### src/acr_defines.svh
/*
  register offsets, field positions, reset values and timing counts of the converter
  configuration bank. assumes inclusion by bare name from the modules.
*/
`ifndef ACR_DEFINES_SVH
`define ACR_DEFINES_SVH

`define ACR_OFS_HIGH_PERF_TUNING_A   8'h02
`define ACR_OFS_POWER_AND_LVDS_DRIVE 8'h45
`define ACR_OFS_CHAN_B_HIGH_FREQ     8'h4a
`define ACR_OFS_CHAN_A_HIGH_FREQ     8'h58
`define ACR_OFS_CHAN_A_PEDESTAL      8'hbf
`define ACR_OFS_CHAN_B_PEDESTAL      8'hc1
`define ACR_OFS_OFFSET_LOOP_CONTROL  8'hcf
`define ACR_OFS_SLOW_MODE_MASTER     8'hef
`define ACR_OFS_SWING_CONTROL_ENABLE 8'hf1
`define ACR_OFS_CHAN_A_SLOW_MODE     8'hf2
`define ACR_OFS_LOOP_ENABLE          8'h3d
`define ACR_OFS_STATUS               8'h60

`define ACR_REG_RESET                8'h00
`define ACR_BIT_STANDBY              7
`define ACR_BIT_CLKOUT_DRIVE         6
`define ACR_BIT_FULL_PDN             2
`define ACR_BIT_FAST_INPUT           0
`define ACR_SHIFT_MSB                7
`define ACR_SHIFT_LSB                2
`define ACR_BIT_HOLD                 7
`define ACR_TAU_MSB                  5
`define ACR_TAU_LSB                  2
`define ACR_BIT_SLOW_MASTER          4
`define ACR_BIT_CHAN_A_SLOW          3
`define ACR_BIT_LOOP_ON              5
`define ACR_BIT_FAST_TUNING          6
`define ACR_SWING_ON                 2'b11

`define ACR_WAKE_TIME_US             50
`define ACR_CLK_MHZ                  50
`define ACR_WAKE_CYCLES              (`ACR_WAKE_TIME_US * `ACR_CLK_MHZ)

`endif

### src/acr_pkg.sv
/*
  types of the converter configuration bank.
  assumes acr_defines.svh is on the include path.
*/
package acr_pkg;
  typedef enum logic [1:0] {
    ACR_PWR_RUN   = 2'b00,
    ACR_PWR_STANDBY_REQUEST  = 2'b01,
    ACR_PWR_OFF   = 2'b10,
    ACR_PWR_WAKE  = 2'b11
  } acr_pwr_t;
endpackage

### src/acr_offset_loop.sv
/*
  one channel offset correction loop: first-order estimate of the input mean,
  correction drives output toward midcode plus a signed pedestal.
  assumes samples arrive as offset binary on the same clock.
*/
`include "acr_defines.svh"
module acr_offset_loop #(
  parameter int WIDTH = 14
) (
  input  wire logic             i_ref_clk,
  input  wire logic             i_rst,
  input  wire logic             i_loop_on,
  input  wire logic             i_hold,
  input  wire logic [3:0]       i_tau,
  input  wire logic [5:0]       i_shift,
  input  wire logic [WIDTH-1:0] i_sample,
  output logic      [WIDTH-1:0] o_sample
);
  // integer part of the estimate is WIDTH+2 bits so a negative offset keeps its sign
  localparam int ACC = WIDTH + 18;
  localparam logic [WIDTH-1:0] MID = {1'b1, {(WIDTH-1){1'b0}}};
  logic signed [ACC-1:0]   est_reg;
  logic signed [ACC-1:0]   est_next;
  logic [WIDTH-1:0]        out_reg;
  wire  signed [WIDTH+1:0] err;
  wire  signed [WIDTH+1:0] est_int;
  wire  signed [WIDTH+1:0] target;
  wire  signed [WIDTH+1:0] corrected;
  wire  signed [WIDTH+1:0] clamped;

  // error of the corrected output against midcode plus pedestal
  assign target    = $signed({2'b00, MID}) + $signed({{(WIDTH-4){i_shift[5]}}, i_shift});
  assign est_int   = est_reg[ACC-1:16];
  assign corrected = $signed({2'b00, i_sample}) - est_int;
  assign err       = corrected - target;
  // time constant sets the loop gain as 2 to the minus tau, about 2 to the tau cycles
  assign est_next  = i_hold ? est_reg : est_reg + ((ACC'(err) <<< 16) >>> i_tau);
  assign clamped   = corrected < 0 ? '0 :
                     corrected > $signed({2'b00, {WIDTH{1'b1}}}) ?
                     $signed({2'b00, {WIDTH{1'b1}}}) : corrected;

  always_ff @(posedge i_ref_clk) begin
    if (i_rst || !i_loop_on) begin
      est_reg <= '0;
    end else begin
      est_reg <= est_next;
    end
  end

  always_ff @(posedge i_ref_clk) begin
    if (i_rst) begin
      out_reg <= '0;
    end else begin
      out_reg <= i_loop_on ? clamped[WIDTH-1:0] : i_sample;
    end
  end

  assign o_sample = out_reg;
endmodule

### src/acr_bank.sv
/*
  configuration register bank of a dual channel converter: power, input mode,
  pedestal, offset loop, slow mode, swing enable and tuning bits over classic wishbone.
  assumes a synchronous wishbone master on i_ref_clk and samples on the same clock.
*/
// Local design decision: register access over Wishbone.
// Functional notes
// - standby bit puts both channels in standby; wake takes about 50 us.
// - global power-down turns off channels and output buffers; clear restores.
// - channel b fast input bit selects high input frequency mode when set.
// - channel a fast input bit selects high input frequency mode when set.
// - enabled offset loop converges output to midcode plus pedestal.
// - channel a pedestal bits 7:2 are six-bit two's complement offset.
// - channel b pedestal uses same encoding, independent of channel a.
// - hold bit freezes estimate and keeps applying last correction.
// - bits 5:2 set offset loop time constant as 2 to that value in clock cycles.
// - slow master bit hands slow mode to channel bits; clear disables.
// - channel a slow bit enables slow mode; host sets master first.
// - swing enable field 00 off, 11 on; host avoids 01 and 10.
// - all writable registers reset to zero; status reads 0x0f after reset.
`include "acr_defines.svh"
module acr_bank
  import acr_pkg::*;
#(
  parameter int WIDTH       = 14,
  parameter int WAKE_CYCLES = `ACR_WAKE_CYCLES
) (
  input  wire logic             i_ref_clk,
  input  wire logic             i_rst,
  input  wire logic             i_wb_cyc,
  input  wire logic             i_wb_stb,
  input  wire logic             i_wb_we,
  input  wire logic [7:0]       i_wb_adr,
  input  wire logic [3:0]       i_wb_sel,
  input  wire logic [31:0]      i_wb_dat,
  output logic      [31:0]      o_wb_dat,
  output logic                  o_wb_ack,
  input  wire logic [WIDTH-1:0] i_chan_a_sample,
  input  wire logic [WIDTH-1:0] i_chan_b_sample,
  output logic      [WIDTH-1:0] o_chan_a_sample,
  output logic      [WIDTH-1:0] o_chan_b_sample,
  output logic                  o_chan_a_power_on,
  output logic                  o_chan_b_power_on,
  output logic                  o_out_buffers_on,
  output logic                  o_ready,
  output logic                  o_chan_a_fast_input_mode,
  output logic                  o_chan_b_fast_input_mode,
  output logic                  o_chan_a_slow_on,
  output logic                  o_swing_ctrl_on,
  output logic                  o_clock_out_drive_level,
  output logic                  o_fast_sample_tuning_bit
);
  logic [7:0] power_and_lvds_drive_reg;
  logic [7:0] chan_b_high_freq_reg;
  logic [7:0] chan_a_high_freq_reg;
  logic [7:0] chan_a_pedestal_reg;
  logic [7:0] chan_b_pedestal_reg;
  logic [7:0] offset_loop_control_reg;
  logic [7:0] slow_mode_master_reg;
  logic [7:0] swing_control_enable_reg;
  logic [7:0] chan_a_slow_mode_reg;
  logic [7:0] high_perf_tuning_a_reg;
  logic [7:0] loop_enable_reg;
  logic [31:0] rdata_reg;
  logic        ack_reg;
  acr_pwr_t    pwr_reg;
  acr_pwr_t    pwr_next;
  logic [31:0] wake_cnt_reg;
  logic [31:0] wake_cnt_next;
  logic        a_on_reg;
  logic        b_on_reg;
  logic        buf_on_reg;
  logic        ready_reg;
  logic        a_fast_reg;
  logic        b_fast_reg;
  logic        a_slow_reg;
  logic        swing_reg;
  logic        drive_reg;
  logic        tuning_reg;

  wire        req      = i_wb_cyc && i_wb_stb && !ack_reg;
  wire        wr       = req && i_wb_we && i_wb_sel[0];
  wire [7:0]  wd       = i_wb_dat[7:0];
  wire        sel_pwr  = i_wb_adr == `ACR_OFS_POWER_AND_LVDS_DRIVE;
  wire        sel_bhf  = i_wb_adr == `ACR_OFS_CHAN_B_HIGH_FREQ;
  wire        sel_ahf  = i_wb_adr == `ACR_OFS_CHAN_A_HIGH_FREQ;
  wire        sel_aped = i_wb_adr == `ACR_OFS_CHAN_A_PEDESTAL;
  wire        sel_bped = i_wb_adr == `ACR_OFS_CHAN_B_PEDESTAL;
  wire        sel_loop = i_wb_adr == `ACR_OFS_OFFSET_LOOP_CONTROL;
  wire        sel_slm  = i_wb_adr == `ACR_OFS_SLOW_MODE_MASTER;
  wire        sel_swg  = i_wb_adr == `ACR_OFS_SWING_CONTROL_ENABLE;
  wire        sel_asl  = i_wb_adr == `ACR_OFS_CHAN_A_SLOW_MODE;
  wire        sel_hp   = i_wb_adr == `ACR_OFS_HIGH_PERF_TUNING_A;
  wire        sel_en   = i_wb_adr == `ACR_OFS_LOOP_ENABLE;
  wire        sel_st   = i_wb_adr == `ACR_OFS_STATUS;
  wire        standby  = power_and_lvds_drive_reg[`ACR_BIT_STANDBY];
  wire        full_pdn = power_and_lvds_drive_reg[`ACR_BIT_FULL_PDN];
  wire        loop_on  = loop_enable_reg[`ACR_BIT_LOOP_ON];
  wire        hold     = offset_loop_control_reg[`ACR_BIT_HOLD];
  wire [3:0]  tau      = offset_loop_control_reg[`ACR_TAU_MSB:`ACR_TAU_LSB];
  wire [5:0]  a_shift  = chan_a_pedestal_reg[`ACR_SHIFT_MSB:`ACR_SHIFT_LSB];
  wire [5:0]  b_shift  = chan_b_pedestal_reg[`ACR_SHIFT_MSB:`ACR_SHIFT_LSB];
  wire [7:0]  status   = {4'h0, ready_reg, buf_on_reg, b_on_reg, a_on_reg};
  wire [7:0]  rmux;

  // read decode; unmapped offsets read zero and still acknowledge
  assign rmux = sel_pwr  ? power_and_lvds_drive_reg :
                sel_bhf  ? chan_b_high_freq_reg :
                sel_ahf  ? chan_a_high_freq_reg :
                sel_aped ? chan_a_pedestal_reg :
                sel_bped ? chan_b_pedestal_reg :
                sel_loop ? offset_loop_control_reg :
                sel_slm  ? slow_mode_master_reg :
                sel_swg  ? swing_control_enable_reg :
                sel_asl  ? chan_a_slow_mode_reg :
                sel_hp   ? high_perf_tuning_a_reg :
                sel_en   ? loop_enable_reg :
                sel_st   ? status : 8'h00;

  always_ff @(posedge i_ref_clk) begin
    if (i_rst) begin
      ack_reg   <= 1'b0;
      rdata_reg <= 32'h0000_0000;
    end else begin
      ack_reg   <= req;
      rdata_reg <= req ? {24'h00_0000, rmux} : 32'h0000_0000;
    end
  end

  // register writes, all from a zero reset, effective immediately
  always_ff @(posedge i_ref_clk) begin
    if (i_rst) begin
      power_and_lvds_drive_reg <= `ACR_REG_RESET;
      chan_b_high_freq_reg     <= `ACR_REG_RESET;
      chan_a_high_freq_reg     <= `ACR_REG_RESET;
      chan_a_pedestal_reg      <= `ACR_REG_RESET;
      chan_b_pedestal_reg      <= `ACR_REG_RESET;
      offset_loop_control_reg  <= `ACR_REG_RESET;
      slow_mode_master_reg     <= `ACR_REG_RESET;
      swing_control_enable_reg <= `ACR_REG_RESET;
      chan_a_slow_mode_reg     <= `ACR_REG_RESET;
      high_perf_tuning_a_reg   <= `ACR_REG_RESET;
      loop_enable_reg          <= `ACR_REG_RESET;
    end else if (wr) begin
      if (sel_pwr) begin
        power_and_lvds_drive_reg <= wd;
      end else if (sel_bhf) begin
        chan_b_high_freq_reg <= wd;
      end else if (sel_ahf) begin
        chan_a_high_freq_reg <= wd;
      end else if (sel_aped) begin
        chan_a_pedestal_reg <= wd;
      end else if (sel_bped) begin
        chan_b_pedestal_reg <= wd;
      end else if (sel_loop) begin
        offset_loop_control_reg <= wd;
      end else if (sel_slm) begin
        slow_mode_master_reg <= wd;
      end else if (sel_swg) begin
        swing_control_enable_reg <= wd;
      end else if (sel_asl) begin
        chan_a_slow_mode_reg <= wd;
      end else if (sel_hp) begin
        high_perf_tuning_a_reg <= wd;
      end else if (sel_en) begin
        loop_enable_reg <= wd;
      end
    end
  end

  // power sequencing: off wins over standby, wake counts down before ready
  always_comb begin
    pwr_next      = pwr_reg;
    wake_cnt_next = wake_cnt_reg;
    case (pwr_reg)
      ACR_PWR_RUN: begin
        if (full_pdn) begin
          pwr_next = ACR_PWR_OFF;
        end else if (standby) begin
          pwr_next = ACR_PWR_STANDBY_REQUEST;
        end
      end
      ACR_PWR_STANDBY_REQUEST, ACR_PWR_OFF: begin
        if (full_pdn) begin
          pwr_next = ACR_PWR_OFF;
        end else if (standby) begin
          pwr_next = ACR_PWR_STANDBY_REQUEST;
        end else begin
          pwr_next      = ACR_PWR_WAKE;
          wake_cnt_next = 32'(WAKE_CYCLES - 1);
        end
      end
      ACR_PWR_WAKE: begin
        if (full_pdn) begin
          pwr_next = ACR_PWR_OFF;
        end else if (standby) begin
          pwr_next = ACR_PWR_STANDBY_REQUEST;
        end else if (wake_cnt_reg == 32'h0000_0000) begin
          pwr_next = ACR_PWR_RUN;
        end else begin
          wake_cnt_next = wake_cnt_reg - 32'h0000_0001;
        end
      end
      default: begin
        pwr_next = ACR_PWR_RUN;
      end
    endcase
  end

  always_ff @(posedge i_ref_clk) begin
    if (i_rst) begin
      pwr_reg      <= ACR_PWR_RUN;
      wake_cnt_reg <= 32'h0000_0000;
    end else begin
      pwr_reg      <= pwr_next;
      wake_cnt_reg <= wake_cnt_next;
    end
  end

  // function outputs registered from the control bits
  always_ff @(posedge i_ref_clk) begin
    if (i_rst) begin
      a_on_reg   <= 1'b1;
      b_on_reg   <= 1'b1;
      buf_on_reg <= 1'b1;
      ready_reg  <= 1'b1;
      a_fast_reg <= 1'b0;
      b_fast_reg <= 1'b0;
      a_slow_reg <= 1'b0;
      swing_reg  <= 1'b0;
      drive_reg  <= 1'b0;
      tuning_reg <= 1'b0;
    end else begin
      a_on_reg   <= pwr_next != ACR_PWR_STANDBY_REQUEST && pwr_next != ACR_PWR_OFF;
      b_on_reg   <= pwr_next != ACR_PWR_STANDBY_REQUEST && pwr_next != ACR_PWR_OFF;
      buf_on_reg <= pwr_next != ACR_PWR_OFF;
      ready_reg  <= pwr_next == ACR_PWR_RUN;
      b_fast_reg <= chan_b_high_freq_reg[`ACR_BIT_FAST_INPUT];
      a_fast_reg <= chan_a_high_freq_reg[`ACR_BIT_FAST_INPUT];
      a_slow_reg <= slow_mode_master_reg[`ACR_BIT_SLOW_MASTER] &&
                    chan_a_slow_mode_reg[`ACR_BIT_CHAN_A_SLOW];
      swing_reg  <= swing_control_enable_reg[1:0] == `ACR_SWING_ON;
      drive_reg  <= power_and_lvds_drive_reg[`ACR_BIT_CLKOUT_DRIVE];
      tuning_reg <= high_perf_tuning_a_reg[`ACR_BIT_FAST_TUNING];
    end
  end

  acr_offset_loop #(
    .WIDTH (WIDTH)
  ) u_loop_a (
    .i_ref_clk (i_ref_clk),
    .i_rst     (i_rst),
    .i_loop_on (loop_on),
    .i_hold    (hold),
    .i_tau     (tau),
    .i_shift   (a_shift),
    .i_sample  (i_chan_a_sample),
    .o_sample  (o_chan_a_sample)
  );

  acr_offset_loop #(
    .WIDTH (WIDTH)
  ) u_loop_b (
    .i_ref_clk (i_ref_clk),
    .i_rst     (i_rst),
    .i_loop_on (loop_on),
    .i_hold    (hold),
    .i_tau     (tau),
    .i_shift   (b_shift),
    .i_sample  (i_chan_b_sample),
    .o_sample  (o_chan_b_sample)
  );

  assign o_wb_dat                 = rdata_reg;
  assign o_wb_ack                 = ack_reg;
  assign o_chan_a_power_on        = a_on_reg;
  assign o_chan_b_power_on        = b_on_reg;
  assign o_out_buffers_on         = buf_on_reg;
  assign o_ready                  = ready_reg;
  assign o_chan_a_fast_input_mode = a_fast_reg;
  assign o_chan_b_fast_input_mode = b_fast_reg;
  assign o_chan_a_slow_on         = a_slow_reg;
  assign o_swing_ctrl_on          = swing_reg;
  assign o_clock_out_drive_level  = drive_reg;
  assign o_fast_sample_tuning_bit = tuning_reg;
endmodule

### config.mk
export PLATFORM = sky130hd
export DESIGN_NAME = acr_bank
export DESIGN_NICKNAME = d
export VERILOG_FILES = /design/src/acr_pkg.sv /design/src/acr_offset_loop.sv /design/src/acr_bank.sv
export VERILOG_INCLUDE_DIRS = /design/src
export SDC_FILE = /design/constraint.sdc
export NUM_CORES = 1
export LEC_CHECK = 0
export BUFFER_PORTS_ARGS = -buffer_cell sky130_fd_sc_hd__buf_2
export CORE_ASPECT_RATIO = 1.1
export CORE_MARGIN = 5
export CORE_UTILIZATION = 30
export CTS_CLUSTER_DIAMETER = 80
export DETAILED_ROUTE_END_ITERATION = 16
export SLEW_MARGIN = 20
export SYNTH_ARGS = -nofsm -noshare
export SYNTH_HDL_FRONTEND = slang
export SYNTH_HIERARCHICAL = 1
export SYNTH_SLANG_ARGS = --single-unit
### constraint.sdc
create_clock -name i_ref_clk -period 8.8 [get_ports i_ref_clk]
set_input_delay 1.76 -clock i_ref_clk [delete_from_list [all_inputs] [get_ports i_ref_clk]]
set_output_delay 1.76 -clock i_ref_clk [all_outputs]
set_load 0.05 [all_outputs]
==> impl_metrics.tcl, run 1 <==
set metrics [dict create \
    status "complete, no violations" \
    yosys.area.top_type "dfxtp_1" \
    async_reset_ff_frac 0 \
    drc 0 \
    leakage_nw 8.48 \
    synth_enable_flop_cells 0 \
    max_freq_ghz 0.124 \
    ir_drop_mv 0.153 \
    ys_top_cells_by_area "dfxtp_1, ha_1, a21oi_1" \
    crit_path_start "i_chan_b_sample[0]" \
    yosys.area_share.adder 0.113 \
    drt_iter0_drc 908 \
    grt.total_usage 0.146 \
    grt_pass1_vias 15279 \
    netlist_area_um2 17900 \
    largest_register_ffs 32 \
    ys_seq_area_frac 0.257 \
    start_kind "input pin" \
    drive_above_1_share 0.112 \
    die-area_um2 64800 \
    clk_latency_ns 0.61 \
    preCtsSetupSlack_ns 0.0903 \
    fp.dieH_um 267 \
    hold_class "reg -> reg" \
    crit_fanout 4 \
    slew_viol_final 0 \
    tns_ns 0 \
    drt-vias-per-instance 5.17 \
    drt-wirelength-per-cell_um 15.7 \
    cts_made_buffers 30 \
    cts_setup_buffers 0 \
    seqCellArea_um2 4610 \
    worstSetupPathType "in -> reg" \
    gp_congestion 0.856 \
    critPathArrivalTime_ns 8.60 \
    antenna_found_initial 5 \
    period_share 0.915 \
    synthMuxAreaShare 0.0770 \
    tightest_slew_ns 1.10 \
    cts-root-buf "clkbuf_16" \
    clockBufferDepth 3 \
    grt_setup_unrepaired "false" \
    wl_mm 49.5 \
    avgSynthCellArea_um2 7.82 \
    ys_seq_elements 230 \
    synth_compound_area_frac 0.212 \
    crit_path_end_kind "flip-flop" \
    maxSlewHeadroom 0.265 \
    cp.required_ns 9.34 \
    multi_input_area_um2 12400 \
    start_util 0.302 \
    nets 2581 \
    synth_top_family_by_area "simple AND/OR/NAND/NOR gates" \
    synthCells 2295 \
    finalNonFillerCells 3141 \
    power_density_nw_per_um2 197 \
    cts-htree-levels 1 \
    core_um2 59500 \
    cts_tree "yes" \
    synthTopCellsByCount "nor2_1, a21oi_1, dfxtp_1" \
    yosys.area_share.simple 0.224 \
    synth.distinct_cells 99 \
    antenna_left 0 \
    drt_first_pass_iters 5 \
    slowest_delay_ns 0.52 \
    drv_cap 0 \
    synth_most_common_cell "nor2_1" \
    overflow 0 \
    vias 16251 \
    grt_pass1_wl_mm 80.0 \
    place.port_buffers 96 \
    yosys.area.top_type_share 0.257 \
    grt_max_degree 83 \
    clock_sinks 230 \
    setup_viol 0 \
    synth_xor_area_frac 0.0597 \
    ctsResizeCount 0 \
    ios 148 \
    fin_crit_ns 8.06 \
    hold_viol 0 \
    hold_buffers 0 \
    synth_ff_type "dfxtp_1" \
    fillers 6327 \
    die_x_um 243 \
    hold_path_startpoint "chan_b_pedestal_reg[1]" \
    dp_cells 3082 \
    fin_skew_ns 0.0528 \
    syn2layout_area_growth_pct 12.7 \
    crit_slowest_cell "mux4_2" \
    yosys_warnings 6 \
    hpwlAfterDp_mm 37.2 \
    worst_slack_ns 0.745 \
    rows 94 \
    timing.rr.start "u_loop_b/est_reg[16]" \
    cts.reportedPaths.clkPinSlew_ns 0.06 \
]
## per-layer routing
metal  global-route usage  wire length (um)
met5                    0                 7
met4               0.0359              1010
met3               0.0211              2330
met2                0.250             23300
met1                0.194             22800
## power by group
part | total, mW | internal, mW | switching (mW)
Combinational | 1.57 | 0.627 | 0.940
Sequential | 1.16 | 1.11 | 0.0520
Clock | 1.26 | 0.750 | 0.513
## worst paths after layout
check | to | depth (start not counted) | slack, ns
setup / recovery | u_loop_b/est_reg[31] | 31 | 0.74
hold / removal | chan_b_pedestal_reg[1] | 2 | 0.46
setup reg to reg | u_loop_b/est_reg[31] | 29 | 1.68
hold reg to reg | chan_b_pedestal_reg[1] | 2 | 0.46
## kinds of logic (layout without fill, tap and decap cells)
logic type,count (synthesis),after routing
other,1,27
AO/OA/AOI/OAI,607,607
XOR/XNOR,119,119
buffers and inverters,240,292
AND/OR/NAND/NOR,812,812
multiplexers,128,128
flip-flops,230,230
adder cells (fa/ha/maj),158,158
## placed cells by master (no fill, tap or decap), drive strengths merged, types with 17 or more instances in the layout
cell    count
o21ai     131
nand3      67
a21oi     233
mux2i     110
a31oi      17
nand2     189
dfxtp     230
conb       24
nor4       30
nor3       71
nand2b     30
xor2       36
inv        96
xnor2      81
ha        152
buf       140
nor2b      31
a21o       33
clkbuf     42
nor2      270
a211oi     28
o21a       22
or3        23
## per-stage QoR
stage          hold WS, ns  power [mW]   util  area, um^2
6_report             0.460        3.99  0.340       20200
4_1_cts              0.458        4.03  0.339       20200
2_1_floorplan        0.419        2.41      -       18000
3_3_place_gp         0.442        2.74  0.322       19200
5_1_grt              0.477        4.25  0.340       20200
3_5_place_dp         0.449        2.74  0.322       19200
## worst max-delay path: cells and delay by family
kind | cells | cell delay, ns
compound gates | 18 | 3.43
fa+ha+maj | 5 | 1.58
mux | 3 | 0.96
xor+xnor | 2 | 0.62
buf+inv | 2 | 0.13
simple gates | 1 | 0.13
## layout make-up
cell class / count / area share
Antenna cell: 3 / 0.000371
Clock buffer: 42 / 0.0428
Clock inverter: 14 / 0.00841
Inverter: 96 / 0.0178
Multi-Input combinational cell: 1848 / 0.615
Sequential cell: 230 / 0.228
Tap cell: 768 / 0.0475
Timing Repair Buffer: 140 / 0.0402
Power figures use the tool's default switching activity.
==> run 2, diff against run 1 <==
Settings changed: ABC_AREA set to 1.
==> impl_metrics.tcl, run 2 <==
set metrics [dict create \
    status "complete, no violations" \
    placed_cell_area_um2 20100 \
    drc 0 \
    cp_num_buf_inv 4 \
    die_x_um 250 \
    period_share 0.804 \
    yosys.area_share.simple 0.300 \
    slowest_delay_ns 0.43 \
    grt_pass1_vias 17226 \
    power_density_nw_per_um2 188 \
    syn2layout_area_growth_pct 11.2 \
    layout_common_cells "nand2_1, inv_1, nor2_1" \
    finalNonFillerCells 3847 \
    critPathArrivalTime_ns 7.54 \
    fp.dieH_um 274 \
    path_delay_family "compound AO/OA/AOI/OAI gates" \
    gp_congestion 0.920 \
    overflow 0 \
    vias 18276 \
    synthTopCellsByCount "nand2_1, inv_1, nor2_1" \
    synthCells 2947 \
    netlist_area_um2 19000 \
    antenna_found_initial 2 \
    max_freq_ghz 0.141 \
    crit_fanout 5 \
    cts_setup_buffers 0 \
    grt_pass1_wl_mm 88.7 \
    synth_top_family_by_area "simple AND/OR/NAND/NOR gates" \
    hold_ws_ns 0.447 \
    grt.total_usage 0.154 \
    slew_viol_final 0 \
    clock_sinks 230 \
    hold_buffers 0 \
    start_kind "input pin" \
    yosys.area.top_type "dfxtp_1" \
    die-area_um2 68600 \
    antenna_left 0 \
    hold_viol 0 \
    ys_seq_elements 230 \
    crit_path_end_kind "flip-flop" \
    maxSlewHeadroom 0.328 \
    hpwlAfterDp_mm 42.8 \
    nets 3225 \
    synth_enable_flop_cells 0 \
    stdcell_area_um2 21100 \
    grt_setup_unrepaired "false" \
    drive_above_1_share 0.110 \
    layout_commonest_cell "nand2_1" \
    cp.required_ns 9.27 \
    clk_latency_ns 0.62 \
    synth_xor_area_frac 0.0477 \
    cts-htree-levels 1 \
    synth_compound_area_frac 0.193 \
    ys_top_cells_by_area "dfxtp_1, nand2_1, ha_1" \
    grt_max_degree 75 \
    cts_tree "yes" \
    yosys_warnings 6 \
    ios 148 \
    cts_made_buffers 30 \
    rows 96 \
    synth.distinct_cells 60 \
    async_reset_ff_frac 0 \
    fin_crit_ns 7.07 \
    n_antenna_cell 0 \
    setup_viol 0 \
    core_um2 62600 \
    hold_class "reg -> reg" \
    place.port_buffers 96 \
    fin_skew_ns 0.0593 \
    ctsResizeCount 0 \
    crit_slowest_cell "fa_1" \
    avgSynthCellArea_um2 6.46 \
    cts-root-buf "clkbuf_16" \
    synth_ff_type "dfxtp_1" \
    yosys.area.top_type_share 0.242 \
    ys_seq_area_frac 0.242 \
    start_util 0.304 \
    cts.reportedPaths.clkPinSlew_ns 0.06 \
    drt-wirelength-per-cell_um 14.3 \
    drt-vias-per-instance 4.75 \
    worstSetupPathType "in -> reg" \
    cp_common_cell "nand2_1" \
    power_mw 3.98 \
    tightest_slew_ns 1.00 \
    yosys.area_share.adder 0.106 \
    synthMuxAreaShare 0.00210 \
    largest_register_ffs 32 \
    fillers 6845 \
    drt_first_pass_iters 5 \
    drt_iter0_drc 1347 \
    synth_most_common_cell "nand2_1" \
    wl_mm 54.9 \
    leakage_nw 10.3 \
    clockBufferDepth 3 \
    dp_cells 3791 \
    tns_ns 0 \
    ir_drop_mv 0.163 \
    drv_cap 0 \
]
## run 2: cell count changes in the layout (fill, tap and decap cells not counted), moves of 31 or more
cell | before | now
nor2b_1 | 31 | 0
nand3_1 | 65 | 194
a21oi_1 | 232 | 273
xor2_1 | 36 | 73
xnor2_1 | 81 | 27
nor2_1 | 267 | 322
nand2_1 | 181 | 622
nand2_2 | 6 | 54
o21ai_1 | 9 | 56
buf_4 | 45 | 9
mux2i_1 | 110 | 4
o21ai_0 | 122 | 184
nor3_1 | 69 | 22
inv_1 | 92 | 348
## run 2: cell type report
class	instances	area [um^2]	share of cell area
clock buffers	41	872	0.0412
clock inverters	15	220	0.0104
inverters	379	1430	0.0676
multi-input cells	2245	12400	0.588
flip-flops and latches	230	4610	0.218
well taps	833	1040	0.0493
repair buffers	104	543	0.0257
## run 2: metal layers
metal | wire [um] | vias to the layer above | GRT usage
met5 | 0 | - | 0
li1 | - | 9693 | -
met3 | 2220 | 79 | 0.0193
met1 | 25900 | 8187 | 0.203
met2 | 25600 | 317 | 0.267
met4 | 1210 | 0 | 0.0363
## run 2: final timing paths
path,endpoint,cells past startpoint,start,slack (ns)
setup / recovery,u_loop_b/est_reg[31],36,i_chan_b_sample[0],1.73
hold / removal,chan_b_high_freq_reg[1],2,chan_b_high_freq_reg[1],0.45
setup reg to reg,u_loop_b/est_reg[31],34,u_loop_b/est_reg[16],2.70
hold reg to reg,chan_b_high_freq_reg[1],2,chan_b_high_freq_reg[1],0.45
## run 2: per-stage QoR
step	util	setup slack [ns]
floorplan	-	2.25
global placement	0.320	1.16
detailed placement	0.320	1.19
CTS	0.338	1.78
global route	0.338	1.23
finish	0.338	1.73
## run 2: cell families after synthesis
kind of cell    Yosys count
fa+ha+maj               158
xor+xnor                102
flops                   230
buf+inv                 495
simple gates           1308
compound gates          649
mux                       4
other cells               1
## run 2: report_power, final
group,internal [mW],switching [mW],total (mW)
sequential,1.08,0.0294,1.11
combinational,0.485,1.05,1.53
clock,0.815,0.521,1.34
## run 2: tightest hold or removal path, stage by stage, from the launching register on
cell and delay, ns:
dfxtp_1 0.29, inv_1 0.05, a21oi_1 0.05
